===== config.mk =====
export PLATFORM = sky130hd
export DESIGN_NAME = hsiso_results
export DESIGN_NICKNAME = d
export VERILOG_FILES = /design/src/shared/hsiso_pkg.sv /design/src/design/hsiso_uf_slot.sv /design/src/design/hsiso_results.sv
export SDC_FILE = /design/constraint.sdc
export NUM_CORES = 1
export LEC_CHECK = 0
export CORE_MARGIN = 10
export CORE_UTILIZATION = 60
export DETAILED_ROUTE_END_ITERATION = 12
export DONT_BUFFER_PORTS = 1
export PLACE_DENSITY = 0.76
export SETUP_SLACK_MARGIN = 0.15
export SYNTH_ARGS = -nofsm -noshare
export SYNTH_HDL_FRONTEND = slang
export SYNTH_SLANG_ARGS = --single-unit

===== constraint.sdc =====
create_clock -name pclk -period 2.81 [get_ports pclk]
set_clock_uncertainty 0.2 [all_clocks]
set_input_delay 0.1405 -clock pclk [delete_from_list [all_inputs] [get_ports pclk]]
set_output_delay 0.1405 -clock pclk [all_outputs]
set_load 0.01 [all_outputs]

===== src/shared/hsiso_pkg.sv =====
// Constants, offsets and carrier types of the isochronous microframe results block.
// Assumes one 20 MHz clock, APB register access and a link engine that is synchronous to it.
//
// Notes on behaviour
// Store a 12-bit received count per microframe, only if active and frame matched.
// Microframe 2 count splits: low byte in word bits 63:56, high nibble bits 3:0.
// Counts of microframes 3, 1, 0 sit at bits 15:4, 55:44 and 43:32.
// Eight 3-bit result codes packed from 31:29 (microframe 7) to 10:8 (microframe 0).
// A result code is written only after that microframe's payload went out.
// Code bit 0 transaction error, bit 1 babble (IN), bit 2 underrun (OUT).
// Software sets active bits, hardware clears each once its microframe is processed.
// Active bits are checked only when frame-select bits match the bus frame number.
// All eight active bits set means a transaction in every microframe.
// Only microframes whose active bit is set get a transaction.
// Software puts the frame number in select bits 7:3; bits 2:0 ignored.
// The descriptor active bit acts as its valid bit; the code adds a separate CTRL valid bit that gates every request.
// Skipped microframes keep their count and result code unchanged.
package hsiso_pkg;

  // ==========================================================
  // Register map (byte addresses)
  localparam logic [7:0] OFF_CTRL = 8'h00;
  localparam logic [7:0] OFF_ACTIVE = 8'h04;
  localparam logic [7:0] OFF_DW4 = 8'h08;
  localparam logic [7:0] OFF_DW5 = 8'h0c;
  localparam logic [7:0] OFF_DW6 = 8'h10;
  localparam logic [7:0] OFF_DW7 = 8'h14;
  localparam logic [7:0] OFF_IRQ_STAT = 8'h18;
  localparam logic [7:0] OFF_IRQ_MASK = 8'h1c;

  // ==========================================================
  // Field layout
  localparam int CTRL_VALID_BIT = 0;
  localparam int CTRL_DIR_IN_BIT = 1;
  localparam int CTRL_FSEL_LSB = 8;
  localparam int FSEL_W = 8;
  localparam int FRAME_LSB = 3;
  localparam int FRAME_W = 5;
  localparam int N_UF = 8;
  localparam int UF_W = 3;
  localparam int CNT_W = 12;
  localparam int CODE_W = 3;
  localparam int CODE_LSB = 8;
  localparam int CODE_XERR_BIT = 0;
  localparam int CODE_BABBLE_BIT = 1;
  localparam int CODE_UNDERRUN_BIT = 2;
  localparam int IRQ_W = 3;
  localparam int IRQ_UF_DONE = 0;
  localparam int IRQ_ERR = 1;
  localparam int IRQ_ALL_DONE = 2;

  // ==========================================================
  // Reset values
  localparam logic [FSEL_W-1:0] FSEL_RST = 8'h00;
  localparam logic [N_UF-1:0] ACTIVE_RST = 8'h00;
  localparam logic [IRQ_W-1:0] IRQ_MASK_RST = 3'h0;
  localparam logic [CNT_W-1:0] CNT_RST = 12'h000;
  localparam logic [CODE_W-1:0] CODE_RST = 3'h0;

  // ==========================================================
  // Types
  typedef enum logic [0:0] {ST_IDLE, ST_WAIT} hsiso_state_t;

  // Microframe start from the bus side
  typedef struct packed {
    logic sof;
    logic [UF_W-1:0] uf;
    logic [FRAME_W-1:0] frame;
  } hsiso_sof_t;

  // Transaction request to the endpoint engine
  typedef struct packed {
    logic go;
    logic [UF_W-1:0] uf;
    logic dir_in;
  } hsiso_req_t;

  // Transaction result after payload delivery
  typedef struct packed {
    logic done;
    logic [CNT_W-1:0] count;
    logic xerr;
    logic babble;
    logic underrun;
  } hsiso_res_t;

endpackage


===== src/design/hsiso_uf_slot.sv =====
// One microframe's stored byte count and result code.
// Assumes the write enable is a one-cycle pulse from the results engine.
`timescale 1ns/1ns
module hsiso_uf_slot #(
  parameter int CW = 12,
  parameter int SW = 3
) (
  input wire logic pclk,
  input wire logic presetn,
  input wire logic wr_en,
  input wire logic [CW-1:0] count_in,
  input wire logic [SW-1:0] code_in,
  output logic [CW-1:0] count,
  output logic [SW-1:0] code
);
  logic [CW-1:0] count_ff;
  logic [SW-1:0] code_ff;
  logic [CW-1:0] nxt_count;
  logic [SW-1:0] nxt_code;

  // Hold value unless written
  always_comb begin
    nxt_count = wr_en ? count_in : count_ff;
    nxt_code = wr_en ? code_in : code_ff;
  end

  always_ff @(posedge pclk or negedge presetn) begin
    if (!presetn) begin
      count_ff <= '0;
      code_ff <= '0;
    end else begin
      count_ff <= nxt_count;
      code_ff <= nxt_code;
    end
  end

  assign count = count_ff;
  assign code = code_ff;
endmodule


===== src/design/hsiso_results.sv =====
// Isochronous microframe scheduler and result write-back with APB registers.
// Assumes APB master on pclk; bus-side strobes are synchronous single-cycle pulses.
//
// The APB interface to the registers and the placing of the registers were left to the implementer.
`timescale 1ns/1ns
module hsiso_results (
  input wire logic pclk,
  input wire logic presetn,
  input wire logic psel,
  input wire logic penable,
  input wire logic pwrite,
  input wire logic [7:0] paddr,
  input wire logic [31:0] pwdata,
  output logic [31:0] prdata,
  output logic pready,
  output logic pslverr,
  input wire hsiso_pkg::hsiso_sof_t sof_in,
  input wire hsiso_pkg::hsiso_res_t res_in,
  output hsiso_pkg::hsiso_req_t req_out,
  output logic irq
);
  import hsiso_pkg::*;

  // ==========================================================
  // Declarations
  logic valid_ff, nxt_valid;
  logic dir_in_ff, nxt_dir_in;
  logic [FSEL_W-1:0] fsel_ff, nxt_fsel;
  logic [N_UF-1:0] active_ff, nxt_active;
  logic [IRQ_W-1:0] irq_stat_ff, nxt_irq_stat;
  logic [IRQ_W-1:0] irq_mask_ff, nxt_irq_mask;
  logic irq_ff, nxt_irq;
  logic [31:0] prdata_ff, nxt_prdata;
  logic pready_ff, nxt_pready;
  logic pslverr_ff, nxt_pslverr;
  hsiso_state_t state_ff, nxt_state;
  logic [UF_W-1:0] cur_uf_ff, nxt_cur_uf;
  hsiso_req_t req_ff, nxt_req;
  logic [N_UF-1:0] slot_we;
  logic [N_UF-1:0] uf_clear;
  logic [IRQ_W-1:0] events;
  logic [CODE_W-1:0] new_code;
  logic eligible;
  logic apb_acc;
  logic apb_wr;
  logic mapped;
  logic [CNT_W-1:0] cnt [N_UF];
  logic [CODE_W-1:0] code [N_UF];
  logic [31:0] dw4_img, dw5_img, dw6_img, dw7_img;

  // ==========================================================
  // Per-microframe result storage
  for (genvar g = 0; g < N_UF; g++) begin : g_slot
    hsiso_uf_slot #(.CW(CNT_W), .SW(CODE_W)) u_slot (
      .pclk(pclk),
      .presetn(presetn),
      .wr_en(slot_we[g]),
      .count_in(res_in.count),
      .code_in(new_code),
      .count(cnt[g]),
      .code(code[g])
    );
  end

  // ==========================================================
  // Descriptor word images
  always_comb begin
    dw4_img = {code[7], code[6], code[5], code[4], code[3], code[2], code[1], code[0],
      active_ff};
    dw5_img = {cnt[2][7:0], cnt[1], cnt[0]};
    dw6_img = {cnt[5][3:0], cnt[4], cnt[3], cnt[2][11:8]};
    dw7_img = {cnt[7], cnt[6], cnt[5][11:4]};
  end

  // ==========================================================
  // Results engine
  // Frame match uses select bits 7:3 only; CTRL valid and microframe active bits both gate the request
  assign eligible = sof_in.sof && valid_ff
    && (sof_in.frame == fsel_ff[FSEL_W-1:FRAME_LSB])
    && active_ff[sof_in.uf];

  always_comb begin
    nxt_state = state_ff;
    nxt_cur_uf = cur_uf_ff;
    nxt_req = '0;
    nxt_req.uf = req_ff.uf;
    nxt_req.dir_in = req_ff.dir_in;
    slot_we = '0;
    uf_clear = '0;
    events = '0;
    // Babble and underrun bits qualified by direction; transaction error taken as is
    new_code = '0;
    new_code[CODE_XERR_BIT] = res_in.xerr;
    new_code[CODE_BABBLE_BIT] = res_in.babble && dir_in_ff;
    new_code[CODE_UNDERRUN_BIT] = res_in.underrun && !dir_in_ff;
    unique case (state_ff)
      ST_IDLE: begin
        // Skipped microframes touch nothing
        if (eligible) begin
          nxt_req.go = 1'b1;
          nxt_req.uf = sof_in.uf;
          nxt_req.dir_in = dir_in_ff;
          nxt_cur_uf = sof_in.uf;
          nxt_state = ST_WAIT;
        end
      end
      ST_WAIT: begin
        // Write back only once payload delivered
        if (res_in.done) begin
          slot_we[cur_uf_ff] = 1'b1;
          uf_clear[cur_uf_ff] = 1'b1;
          events[IRQ_UF_DONE] = 1'b1;
          events[IRQ_ERR] = |new_code;
          events[IRQ_ALL_DONE] = ((active_ff & ~uf_clear) == '0);
          nxt_state = ST_IDLE;
        end
      end
    endcase
  end

  always_ff @(posedge pclk or negedge presetn) begin
    if (!presetn) begin
      state_ff <= ST_IDLE;
      cur_uf_ff <= '0;
      req_ff <= '0;
    end else begin
      state_ff <= nxt_state;
      cur_uf_ff <= nxt_cur_uf;
      req_ff <= nxt_req;
    end
  end

  // ==========================================================
  // APB slave and registers
  assign apb_acc = psel && penable && pready_ff;
  assign apb_wr = apb_acc && pwrite;
  assign mapped = (paddr[1:0] == 2'b00) && (paddr <= OFF_IRQ_MASK);

  always_comb begin
    nxt_valid = valid_ff;
    nxt_dir_in = dir_in_ff;
    nxt_fsel = fsel_ff;
    nxt_irq_mask = irq_mask_ff;
    // One wait state: ready on the second access cycle
    nxt_pready = psel && penable && !pready_ff;
    nxt_pslverr = nxt_pready && !mapped;
    nxt_prdata = prdata_ff;
    if (nxt_pready && !pwrite) begin
      unique case (paddr)
        OFF_CTRL: nxt_prdata = {16'h0000, fsel_ff, 6'h00, dir_in_ff, valid_ff};
        OFF_ACTIVE: nxt_prdata = {24'h000000, active_ff};
        OFF_DW4: nxt_prdata = dw4_img;
        OFF_DW5: nxt_prdata = dw5_img;
        OFF_DW6: nxt_prdata = dw6_img;
        OFF_DW7: nxt_prdata = dw7_img;
        OFF_IRQ_STAT: nxt_prdata = {29'h00000000, irq_stat_ff};
        OFF_IRQ_MASK: nxt_prdata = {29'h00000000, irq_mask_ff};
        default: nxt_prdata = 32'h00000000;
      endcase
    end
    // Hardware clears processed microframes, software write-one sets
    nxt_active = active_ff & ~uf_clear;
    // Status read clears only bits that were returned; new events win
    nxt_irq_stat = irq_stat_ff;
    if (apb_acc && !pwrite && paddr == OFF_IRQ_STAT) begin
      nxt_irq_stat = irq_stat_ff & ~prdata_ff[IRQ_W-1:0];
    end
    nxt_irq_stat = nxt_irq_stat | events;
    if (apb_wr) begin
      unique case (paddr)
        OFF_CTRL: begin
          nxt_valid = pwdata[CTRL_VALID_BIT];
          nxt_dir_in = pwdata[CTRL_DIR_IN_BIT];
          nxt_fsel = pwdata[CTRL_FSEL_LSB +: FSEL_W];
        end
        OFF_ACTIVE: nxt_active = nxt_active | pwdata[N_UF-1:0];
        OFF_IRQ_MASK: nxt_irq_mask = pwdata[IRQ_W-1:0];
        default: ;
      endcase
    end
    nxt_irq = |(nxt_irq_stat & nxt_irq_mask);
  end

  always_ff @(posedge pclk or negedge presetn) begin
    if (!presetn) begin
      valid_ff <= 1'b0;
      dir_in_ff <= 1'b0;
      fsel_ff <= FSEL_RST;
      active_ff <= ACTIVE_RST;
      irq_stat_ff <= '0;
      irq_mask_ff <= IRQ_MASK_RST;
      irq_ff <= 1'b0;
      prdata_ff <= 32'h00000000;
      pready_ff <= 1'b0;
      pslverr_ff <= 1'b0;
    end else begin
      valid_ff <= nxt_valid;
      dir_in_ff <= nxt_dir_in;
      fsel_ff <= nxt_fsel;
      active_ff <= nxt_active;
      irq_stat_ff <= nxt_irq_stat;
      irq_mask_ff <= nxt_irq_mask;
      irq_ff <= nxt_irq;
      prdata_ff <= nxt_prdata;
      pready_ff <= nxt_pready;
      pslverr_ff <= nxt_pslverr;
    end
  end

  // Outputs straight from flip-flops
  assign prdata = prdata_ff;
  assign pready = pready_ff;
  assign pslverr = pslverr_ff;
  assign req_out = req_ff;
  assign irq = irq_ff;

  // ==========================================================
  // Assertions
  property p_go_cause;
    @(posedge pclk) disable iff (!presetn)
    req_out.go |-> $past(sof_in.sof) && $past(valid_ff)
      && ($past(sof_in.frame) == $past(fsel_ff[7:3])) && $past(active_ff[sof_in.uf]);
  endproperty
  a_go_cause: assert property (p_go_cause) else $error("request without eligible microframe");

  property p_all_active;
    @(posedge pclk) disable iff (!presetn)
    (state_ff == ST_IDLE && sof_in.sof && valid_ff && active_ff == 8'hff
      && sof_in.frame == fsel_ff[7:3]) |=> req_out.go && req_out.uf == $past(sof_in.uf);
  endproperty
  a_all_active: assert property (p_all_active) else $error("active microframe not run");

  property p_skip;
    @(posedge pclk) disable iff (!presetn)
    (state_ff == ST_IDLE && sof_in.sof && !active_ff[sof_in.uf]) |=>
      !req_out.go && state_ff == ST_IDLE;
  endproperty
  a_skip: assert property (p_skip) else $error("inactive microframe was run");

  property p_count_store;
    @(posedge pclk) disable iff (!presetn)
    (state_ff == ST_WAIT && res_in.done) |=> cnt[$past(cur_uf_ff)] == $past(res_in.count)
      && code[$past(cur_uf_ff)][0] == $past(res_in.xerr);
  endproperty
  a_count_store: assert property (p_count_store) else $error("count not stored");

  property p_write_after_done;
    @(posedge pclk) disable iff (!presetn)
    (|slot_we) |-> state_ff == ST_WAIT && res_in.done;
  endproperty
  a_write_after_done: assert property (p_write_after_done) else $error("early write");

  property p_dir_code;
    @(posedge pclk) disable iff (!presetn)
    (state_ff == ST_WAIT && res_in.done) |=>
      ($past(dir_in_ff) ? !code[$past(cur_uf_ff)][2] : !code[$past(cur_uf_ff)][1]);
  endproperty
  a_dir_code: assert property (p_dir_code) else $error("code bit for wrong direction");

  property p_clear_active;
    @(posedge pclk) disable iff (!presetn)
    (state_ff == ST_WAIT && res_in.done && !(apb_wr && paddr == OFF_ACTIVE)) |=>
      !active_ff[$past(cur_uf_ff)];
  endproperty
  a_clear_active: assert property (p_clear_active) else $error("active bit not cleared");

  property p_idle_hold;
    @(posedge pclk) disable iff (!presetn)
    (state_ff == ST_IDLE) |=> $stable(dw5_img) && $stable(dw4_img[31:8]);
  endproperty
  a_idle_hold: assert property (p_idle_hold) else $error("results changed while idle");

  property p_dw_read;
    @(posedge pclk) disable iff (!presetn)
    (psel && penable && !pready_ff && !pwrite && paddr == OFF_DW6) |=>
      prdata[3:0] == $past(cnt[2][11:8]) && prdata[15:4] == $past(cnt[3]);
  endproperty
  a_dw_read: assert property (p_dw_read) else $error("count layout wrong");

  property p_code_pos;
    @(posedge pclk) disable iff (!presetn)
    (psel && penable && !pready_ff && !pwrite && paddr == OFF_DW4) |=>
      prdata[31:29] == $past(code[7]) && prdata[10:8] == $past(code[0]);
  endproperty
  a_code_pos: assert property (p_code_pos) else $error("code layout wrong");

  property p_valid_gate;
    @(posedge pclk) disable iff (!presetn)
    !valid_ff |=> !req_out.go;
  endproperty
  a_valid_gate: assert property (p_valid_gate) else $error("run while not valid");

  // No second request while one transaction is outstanding
  property p_busy_hold;
    @(posedge pclk) disable iff (!presetn)
    (state_ff == ST_WAIT) |=> !req_out.go;
  endproperty
  a_busy_hold: assert property (p_busy_hold) else $error("request while busy");

  c_run: cover property (@(posedge pclk) disable iff (!presetn) req_out.go ##[1:20] res_in.done);
  c_err: cover property (@(posedge pclk) disable iff (!presetn) events[IRQ_ERR]);
  c_all: cover property (@(posedge pclk) disable iff (!presetn) events[IRQ_ALL_DONE] && irq);
endmodule


==> summary.md, run 1 <==
| Metric | Value |
|---|---|
| CTS tree | `done` |
| Initial antenna violation count | `4` |
| Syn_nets | `about 850` |
| Avg Synthesized Cell Area | `roughly 10 um2` |
| DRC viols | `0` |
| Max Clk Rate | `slightly below 400 MHz` |
| Most used DFF post-synth | `dfrtp_1` |
| Critical path cell sequence | `nand2_1, nor2_1, nand2_2, a22o_1, dlygate4sd3_1` |
| RSZ-0062 raised after global routing | `false` |
| Reg2reg start | `state_ff` |
| Failing checks | `negative hold slack` |
| Die width | `136 um` |
| Drt wl/cell | `around 23 um` |
| H-tree levels | `4` |
| Area fraction of the dominant cell type after synthesis | `57.8%` |
| Logic pwr share | `~3.4%` |
| Clock transition at path regs | `0.07 ns` |
| Share of cells above drive strength 1 | `a little over an eighth` |
| DR vias | `between 6000 and 7000` |
| Top cells by area, synth | `dfrtp_1 58%, nand2_1 12%, mux2_2 6.7%, a22oi_1 5.1%, clkbuf_1 1.9%` |
| Yosys warning total | `0` |
| Period minus WS final | `2.58 ns` |
| Largest net degree at the start of global routing | `between 150 and 200` |
| Synth async-reset ratio | `100%` |
| Total Wirelength | `around 24000 um` |
| First DRT Iteration DRCs | `828` |
| Pre-CTS WS | `~0.39 ns` |
| Die height | `roughly 140 um` |
| DR vias/cell | `roughly 6.3` |
| Detailed placement HPWL | `roughly 15000 um` |
| Total GRT Usage | `between 20% and 30%` |
| DR pass1 iterations | `5` |
| Clock latency on the worst-skew pair | `about 0.43 ns` |
| Initial core utilization | `between 60% and 70%` |
| Hold-fix buffers, CTS | `a little under 60` |
| Worst Slack Setup Final | `roughly 0.23 ns` |
| Slew @ Worst Pin | `1.07 ns` |
| Vias in the first global route | `6486` |
| CP peak stage delay | `0.56 ns` |
| Sequential share of power | `between 40% and 50%` |
| Register area share after synthesis | `57.8%` |
| Sw Ratio | `around a fifth` |
| Power per cell area | `around 580 nW/um2` |
| Leakage | `around 4.6 nW` |
| Worst setup SP type | `flip-flop` |
| Maxcap violations | `0` |
| Status | `finished, violations left` |
| Worst-path maximum fanout | `19` |
| Num ports | `110` |
| Hold WC Path Type | `input pin to asynchronous set/reset pin` |
| Cell Area, Synth | `around 8000 um2` |
| Worst Reg-to-Reg Cells | `5` |
| Final Max Slew Viols | `0` |
| Port bufs | `0` |
| Commonest non-fill, non-tap cell in the layout | `nand2_1` |
| Worst Path Arrival | `between 2 and 3 ns` |
| Synth unique cells | `51` |
| Maximum VDD drop | `0.000426 V` |
| Levels on crit path | `5` |
| R2r setup slk | `around 0.23 ns` |
| CP bufs+invs | `1` |
| Setup TNS | `0 ns` |
| NetSw | `approximately 1.2 mW` |
| Total global routing overflow | `0` |
| Clock Sink Count | `185` |
| Die area | `between 15000 and 20000 um2` |
| Worst hold slack | `-0.804 ns` |
| Number of enable flip-flop cells after synthesis | `0` |
| Critical path class | `flip-flop to flip-flop` |
| Slowest cell on crit path | `dlygate4sd3_1` |
| Int Pwr | `4.31 mW` |
| Reg-to-reg critical path endpoint | `active_ff[2]` |
| Rows | `42` |
| Final layout net count | `900` |
| Most frequent cells in the layout | `244 x nand2_1, 185 x dfrtp_1, 58 x dlygate4sd3_1, 54 x a22oi_1, 48 x mux2_2` |
| Global-route wire length before repair | `approximately 37000 um` |
| Clk buf depth | `2` |
| Antenna-violating nets left | `0` |
| Hold Vio Cnt, Final | `approximately 190` |
| Final Setup Violations | `0` |
| Fin crit share | `roughly nine tenths` |
| TritonCTS buffer count | `17` |
| Core ar. | `between 10000 and 15000 um2` |
| WP data required | `about 3 ns` |
| Clock power share | `46.7%` |
| Synth Instances | `between 700 and 800` |
| Synth area leader | `dfrtp_1` |
| Slew HR | `between 20% and 30%` |
| Critical Path End Type | `flip-flop` |
| Root buffer cell | `clkbuf_16` |
| P&R area growth vs syn | `18.1%` |
| Synth Register Bits | `~190` |
| GPL Wtd Cong | `0.857` |
| Crit path max-delay family | `simple AND/OR/NAND/NOR gates` |
==> flip-flops by register name, summed over array words and instances (netlist names) <==
signal and flops:
fsel_ff 8, irq_mask_ff 3, active_ff 8, pslverr 1
g_slot.u_slot.code 24, valid_ff 1, pready 1, g_slot.u_slot.count 96
prdata 32, state_ff 1, req_out 5, irq_stat_ff 3
irq 1, dir_in_ff 1
==> cell usage after synthesis (8+ instances only) <==
master	n
dfrtp_1	185
nand3_1	8
a22o_1	10
nand2_1	246
a31oi_1	11
o21ai_0	28
mux2_2	48
a22oi_1	54
a21oi_1	24
clkbuf_1	40
nor2_1	25
a21o_1	18
==> worst max path at each step <==
| stage | slack (ns) | to | start |
|---|---|---|---|
| 2_1_floorplan | 0.54 | irq | paddr[4] |
| 3_3_place_gp | 0.46 | irq | pready |
| 3_5_place_dp | 0.39 | irq | pready |
| 4_1_cts | 0.17 | active_ff[0] | state_ff |
| 5_1_grt | 0.15 | active_ff[0] | state_ff |
| 6_report | 0.23 | active_ff[2] | state_ff |
==> what timing repair did <==
action / 4_1_cts / 5_1_grt
hold endpoints to repair: 338 / 185
gates resized for setup: 0 / 5
endpoints found under the setup margin: 0 / 11
buffers inserted: 0 / 0
==> per-layer routing <==
layer / share of wire [%] / track usage, % / vias to the layer above / routed length [um]
met1: 41 / 34.9 / 3264 / 9720
met3: 10 / 7.20 / 50 / 2440
li1: - / - / 2816 / -
met4: 2.5 / 9.99 / 2 / 586
met2: 46 / 40.5 / 328 / 11100
met5: 0.071 / 0 / - / 17
==> power groups by stage <==
stage	logic, mW	registers [mW]	clock network [mW]
floorplan	0.0738	2.77	0
global placement	0.0722	2.78	0
detailed placement	0.0752	2.78	0
CTS	0.176	2.73	2.57
global route	0.195	2.73	2.67
finish	0.183	2.73	2.55
==> area by class of cell <==
class / count / area, um2
antenna: 3 / 7.51
inverter: 3 / 11.3
clock buffer: 22 / 464
tap: 176 / 220
timing repair buffer: 78 / 743
sequential: 185 / 4630
clock inverter: 10 / 166
fill: 977 / 3680
multi-input combinational: 545 / 3220
==> through the flow <==
| step | cell area, um2 | power, mW | std cells | utilization [%] | hold slack [ns] |
|---|---|---|---|---|---|
| after floorplan | 8010 | 2.84 | 779 | - | -0.355 |
| after global placement | 8210 | 2.85 | 929 | 62.5 | -0.349 |
| after detailed placement | 8210 | 2.85 | 929 | 62.5 | -0.348 |
| after CTS | 9420 | 5.47 | 1019 | 71.7 | -0.808 |
| after global routing | 9460 | 5.59 | 1022 | 72.0 | -0.816 |
| final | 9460 | 5.46 | 1022 | 72.0 | -0.804 |
==> kinds of logic (layout without fill, tap and decap cells) <==
family / after synthesis / in the layout / synth area share [%]
AO/OA/AOI/OAI: 166 / 166 / 14.2
AND/OR/NAND/NOR: 317 / 317 / 16.8
XOR/XNOR: 6 / 6 / 0.656
multiplexers: 56 / 56 / 8.12
buffers and inverters: 49 / 113 / 2.45
other: 0 / 3 / 0
flip-flops: 185 / 185 / 57.8
(Power assumes the default switching activity.)
==> run 2: changes to the inputs <==
--- a/config.mk
+++ b/config.mk
@@ -6,10 +6,9 @@
 export NUM_CORES = 1
 export LEC_CHECK = 0
 export CORE_MARGIN = 10
-export CORE_UTILIZATION = 60
+export CORE_UTILIZATION = 30
 export DETAILED_ROUTE_END_ITERATION = 12
 export DONT_BUFFER_PORTS = 1
-export PLACE_DENSITY = 0.76
 export SETUP_SLACK_MARGIN = 0.15
 export SYNTH_ARGS = -nofsm -noshare
 export SYNTH_HDL_FRONTEND = slang
==> summary.md, run 2 (same netlist as run 1, synthesis figures left out) <==
| Metric | Value |
|---|---|
| Status | `finished, violations left` |
| Failing checks | `negative hold slack` |
| Reg-to-reg critical path endpoint | `active_ff[0]` |
| H-tree levels | `4` |
| Leakage | `around 4.6 nW` |
| CTS tree | `done` |
| Worst Path Arrival | `about 2.7 ns` |
| Fin crit share | `between 90% and 100%` |
| RSZ-0062 raised after global routing | `true` |
| First DRT Iteration DRCs | `524` |
| Port bufs | `0` |
| Period minus WS final | `2.56 ns` |
| P&R area growth vs syn | `21.2%` |
| Hold Vio Cnt, Final | `around 190` |
| Max Clk Rate | `390 MHz` |
| Clock latency on the worst-skew pair | `about 0.44 ns` |
| Die height | `between 150 and 200 um` |
| Num ports | `110` |
| Final Setup Violations | `0` |
| Largest net degree at the start of global routing | `around 190` |
| Crit path max-delay family | `buffers and inverters` |
| Worst hold slack | `-0.796 ns` |
| Critical path class | `flip-flop to flip-flop` |
| Total GRT Usage | `between 10% and 20%` |
| DR vias | `between 6000 and 7000` |
| DR pass1 iterations | `6` |
| Total Wirelength | `roughly 25000 um` |
| GPL Wtd Cong | `between 0.7 and 0.8` |
| Initial antenna violation count | `3` |
| Design Power | `~5.6 mW` |
| Global-route wire length before repair | `between 30000 and 40000 um` |
| Core ar. | `between 20000 and 30000 um2` |
| CP peak stage delay | `~0.54 ns` |
| Slew HR | `29.3%` |
| Critical path cell sequence | `nand2_1, nor2_1, nand2_1, buf_4, a22o_1, dlygate4sd3_1` |
| Clock transition at path regs | `approximately 0.07 ns` |
| DR vias/cell | `5.26` |
| WP data required | `roughly 2.9 ns` |
| Initial core utilization | `between 30 and 40%` |
| Most used cell along the critical path | `nand2_1` |
| Share of cells above drive strength 1 | `between 10% and 20%` |
| Slowest cell on crit path | `dlygate4sd3_1` |
| Die width | `about 180 um` |
| Maximum VDD drop | `~0.00043 V` |
| CP bufs+invs | `2` |
| TritonCTS buffer count | `17` |
| Detailed placement HPWL | `about 16000 um` |
| Power per cell area | `between 500 and 600 nW/um2` |
| Vias in the first global route | `between 6000 and 7000` |
| Clock Sink Count | `between 150 and 200` |
| Critical Path End Type | `flip-flop` |
| Final layout net count | `about 900` |
| Drt wl/cell | `21.1 um` |
| Final Max Slew Viols | `0` |
| Worst setup SP type | `flip-flop` |
| Reg2reg start | `state_ff` |
| Root buffer cell | `clkbuf_16` |
| Die area | `between 30000 and 40000 um2` |
| Maxcap violations | `0` |
| Clk buf depth | `2` |
| Slew @ Worst Pin | `roughly 1.1 ns` |
| DRC viols | `0` |
| Rows | `59` |
| Hold-fix buffers, CTS | `a little under 60` |
| Total global routing overflow | `0` |
| Most frequent cells in the layout | `245 x nand2_1, 184 x dfrtp_1, 59 x dlygate4sd3_1, 54 x a22oi_1, 48 x mux2_2` |
| Hold WC Path Type | `input pin to asynchronous set/reset pin` |
| Worst-path maximum fanout | `14` |
| R2r setup slk | `about 0.25 ns` |
| Worst Reg-to-Reg Cells | `6` |
| Setup TNS | `0 ns` |
| Commonest non-fill, non-tap cell in the layout | `nand2_1` |
| Number of flip-flops in the largest register | `96` |
| Antenna-violating nets left | `0` |
-- run 2: how the worst max path moves through the flow --
stage	cells after the start	endpoint	start	slack (ns)
after global placement	5	irq	paddr[5]	0.47
final	6	active_ff[0]	state_ff	0.25
after CTS	4	active_ff[5]	req_out[3]	0.22
after detailed placement	5	irq	pready	0.43
after floorplan	7	irq	paddr[4]	0.54
after global routing	6	active_ff[0]	state_ff	0.13
-- run 2: final cells by class --
class | count | area [um2]
fillers | 2613 | 16400
flip-flops and latches | 185 | 4630
multi-input cells | 545 | 3210
repair buffers | 80 | 761
clock buffers | 18 | 439
well taps | 335 | 419
clock inverters | 14 | 233
inverters | 3 | 11.3
diodes | 1 | 2.50
-- run 2: report_power, final --
group / switching (mW) / internal (mW) / leakage (nW) / total [mW]
Combinational: 0.101 / 0.0763 / 1.77 / 0.178
Sequential: 0.0393 / 2.69 / 2.56 / 2.73
Clock: 1.10 / 1.63 / 0.319 / 2.73
-- run 2: through the flow --
step,cell area (um2),hold slack (ns),instances,setup slack [ns],utilization (%)
floorplan,8010,-0.355,779,0.537,-
global placement,8420,-0.342,1089,0.467,32.2
detailed placement,8420,-0.343,1089,0.434,32.2
CTS,9680,-0.812,1180,0.218,37.1
global route,9710,-0.817,1181,0.134,37.1
finish,9710,-0.796,1181,0.247,37.1
-- run 2: per-layer routing --
| metal | GRT usage [%] | part of all wire (%) | up-vias | wire length [um] |
|---|---|---|---|---|
| li1 | - | - | 2822 | - |
| met1 | 19.3 | 43 | 3165 | 10800 |
| met2 | 24.1 | 48 | 193 | 11900 |
| met3 | 4.33 | 7.3 | 28 | 1830 |
| met4 | 3.97 | 1.4 | 4 | 357 |
| met5 | 0 | 0.12 | - | 31 |
-- run 2: repair_timing --
item / 4_1_cts / 5_1_grt
hold endpoints to repair: 337 / 185
resized for setup: 0 / 4
setup buffers: 0 / 0
endpoints found under the setup margin: 0 / 13
-- run 2: worst reg2reg max path: cells and delay by family (launching register included) --
kind,cells,cell delay [ns]
and+or+nand+nor,3,0.76
AOI/OAI and AO/OA,1,0.19
buffers and inverters,2,0.81
DFF,1,0.49
==> run 3: changes to the inputs <==
--- a/config.mk
+++ b/config.mk
@@ -6,9 +6,11 @@
 export NUM_CORES = 1
 export LEC_CHECK = 0
 export CORE_MARGIN = 10
-export CORE_UTILIZATION = 30
+export CORE_UTILIZATION = 60
 export DETAILED_ROUTE_END_ITERATION = 12
 export DONT_BUFFER_PORTS = 1
+export HOLD_SLACK_MARGIN = 0.12
+export PLACE_DENSITY = 0.76
 export SETUP_SLACK_MARGIN = 0.15
 export SYNTH_ARGS = -nofsm -noshare
 export SYNTH_HDL_FRONTEND = slang
==> summary.md, run 3 (same netlist as run 1, synthesis figures left out) <==
| Metric | Value |
|---|---|
| Status | `finished, violations left` |
| Failing checks | `negative hold slack` |
| Hold WC Path Type | `input pin to asynchronous set/reset pin` |
| Maximum VDD drop | `between 0.0004 and 0.0005 V` |
| Worst hold slack | `-0.802 ns` |
| Vias in the first global route | `approximately 6600` |
| Num ports | `110` |
| Initial core utilization | `61.0%` |
| Power per cell area | `roughly 570 nW/um2` |
| Drt wl/cell | `between 20 and 25 um` |
| Clock latency on the worst-skew pair | `roughly 0.43 ns` |
| FF/Latch Area | `roughly 4600 um2` |
| Rows | `42` |
| TritonCTS buffer count | `17` |
| DR pass1 iterations | `5` |
| Period minus WS final | `between 2 and 3 ns` |
| Worst Path Arrival | `2.75 ns` |
| Antenna-violating nets left | `0` |
| Critical path cell sequence | `nand2_1, nor2_1, nand2_2, a22o_1, dlygate4sd3_1` |
| Clock power share | `a little under half` |
| CP peak stage delay | `0.56 ns` |
| Sw Ratio | `21.0%` |
| Placed instance count | `about 930` |
| Clock Sink Count | `approximately 190` |
| WP data required | `a little under 3 ns` |
| Max Clk Rate | `around 380 MHz` |
| H-tree levels | `4` |
| Logic pwr share | `3.5%` |
| Total global routing overflow | `0` |
| Setup TNS | `0 ns` |
| Most frequent cells in the layout | `244 x nand2_1, 185 x dfrtp_1, 68 x dlygate4sd3_1, 54 x a22oi_1, 48 x mux2_2` |
| Die height | `136 um` |
| Leakage | `between 4 and 5 nW` |
| Clock transition at path regs | `roughly 0.06 ns` |
| Slew @ Worst Pin | `1.09 ns` |
| DR vias/cell | `6.30` |
| Port bufs | `0` |
| Slowest cell on crit path | `dlygate4sd3_1` |
| Non-filler instance count after layout | `1035` |
| Util after Layout | `between 70% and 80%` |
| Largest net degree at the start of global routing | `about 190` |
| Share of cells above drive strength 1 | `a little over an eighth` |
| First DRT Iteration DRCs | `about 800` |
| Critical Path End Type | `flip-flop` |
| Die width | `approximately 140 um` |
| Sequential share of power | `between 40 and 50%` |
| DRC viols | `0` |
| P&R area growth vs syn | `19.7%` |
| Root buffer cell | `clkbuf_16` |
| Global-route wire length before repair | `37200 um` |
| Critical path class | `flip-flop to flip-flop` |
| Total Wirelength | `between 20000 and 25000 um` |
| Fillers | `950` |
| GPL Wtd Cong | `0.857` |
| Fin crit share | `between 90% and 100%` |
| RSZ-0062 raised after global routing | `false` |
| Commonest non-fill, non-tap cell in the layout | `nand2_1` |
| Int Pwr | `4.31 mW` |
| Number of flip-flops in the largest register | `96` |
| Final layout net count | `913` |
| Final Setup Violations | `0` |
| Maxcap violations | `0` |
| Total GRT Usage | `a little over a quarter` |
| NetSw | `1.14 mW` |
| Detailed placement HPWL | `about 15000 um` |
| Clk buf depth | `2` |
| Worst-path maximum fanout | `19` |
| Hold Vio Cnt, Final | `roughly 190` |
| Die area | `around 18000 um2` |
| Final Max Slew Viols | `0` |
| Initial antenna violation count | `4` |
| CTS tree | `done` |
| Core ar. | `13100 um2` |
| Multi-input gate area | `~3200 um2` |
| DR vias | `about 6500` |
| Slew HR | `between 20% and 30%` |
| Worst setup SP type | `flip-flop` |
## run 3: final cells by class
type / count / area share (%)
Antenna cell: 3 / 0.0783
Clock buffer: 22 / 4.84
Clock inverter: 10 / 1.74
Inverter: 3 / 0.118
Multi-Input combinational cell: 545 / 33.5
Sequential cell: 185 / 48.3
Tap cell: 176 / 2.30
Timing Repair Buffer: 91 / 9.09
## run 3: final timing paths
kind                                            from                        end  slack, ns  depth (start not counted)
setup / recovery                            state_ff               active_ff[2]       0.17                          5
setup reg to reg                            state_ff               active_ff[2]       0.17                          5
max in group asynchronous                    presetn  g_slot[0].u_slot.count[5]       2.79                          0
min in group pclk                           paddr[2]               active_ff[1]       0.13                          3
hold reg to reg            g_slot[2].u_slot.count[4]  g_slot[2].u_slot.count[4]       0.28                          2
hold / removal                               presetn                 fsel_ff[7]      -0.80                          0
## run 3: power groups by stage
| stage | Combinational [mW] | Clock (mW) | Sequential [mW] |
|---|---|---|---|
| final | 0.192 | 2.54 | 2.73 |
| after global placement | 0.0722 | 0 | 2.78 |
| after detailed placement | 0.0752 | 0 | 2.78 |
| after floorplan | 0.0738 | 0 | 2.77 |
| after CTS | 0.182 | 2.57 | 2.73 |
| after global routing | 0.204 | 2.66 | 2.73 |
## run 3: critical path, delay by kind of cell, from the launching register on
| family | cells | cell delay (ns) |
|---|---|---|
| AO/OA/AOI/OAI | 1 | 0.30 |
| AND/OR/NAND/NOR | 3 | 0.93 |
| buffers and inverters | 1 | 0.56 |
| flip-flops | 1 | 0.52 |
## run 3: routing by layer
| metal | vias up | routed length (um) | global-route usage, % |
|---|---|---|---|
| li1 | 2845 | - | - |
| met1 | 3253 | 9640 | 34.6 |
| met2 | 358 | 11100 | 40.5 |
| met3 | 66 | 2500 | 7.46 |
| met4 | 2 | 720 | 10.6 |
| met5 | - | 13 | 0 |
## run 3: timing repair
item,in CTS,in global routing
setup buffers,0,2
hold endpoints to repair,354,186
resized for setup,0,6
endpoints found under the setup margin,0,12
hold buffers,68,1
## run 3: per-stage QoR
step	cell area, um2	setup slack (ns)	total power [mW]
finish	9580	0.170	5.46
floorplan	8010	0.537	2.84
CTS	9520	0.172	5.47
global placement	8210	0.455	2.85
detailed placement	8210	0.387	2.85
global route	9580	0.113	5.60
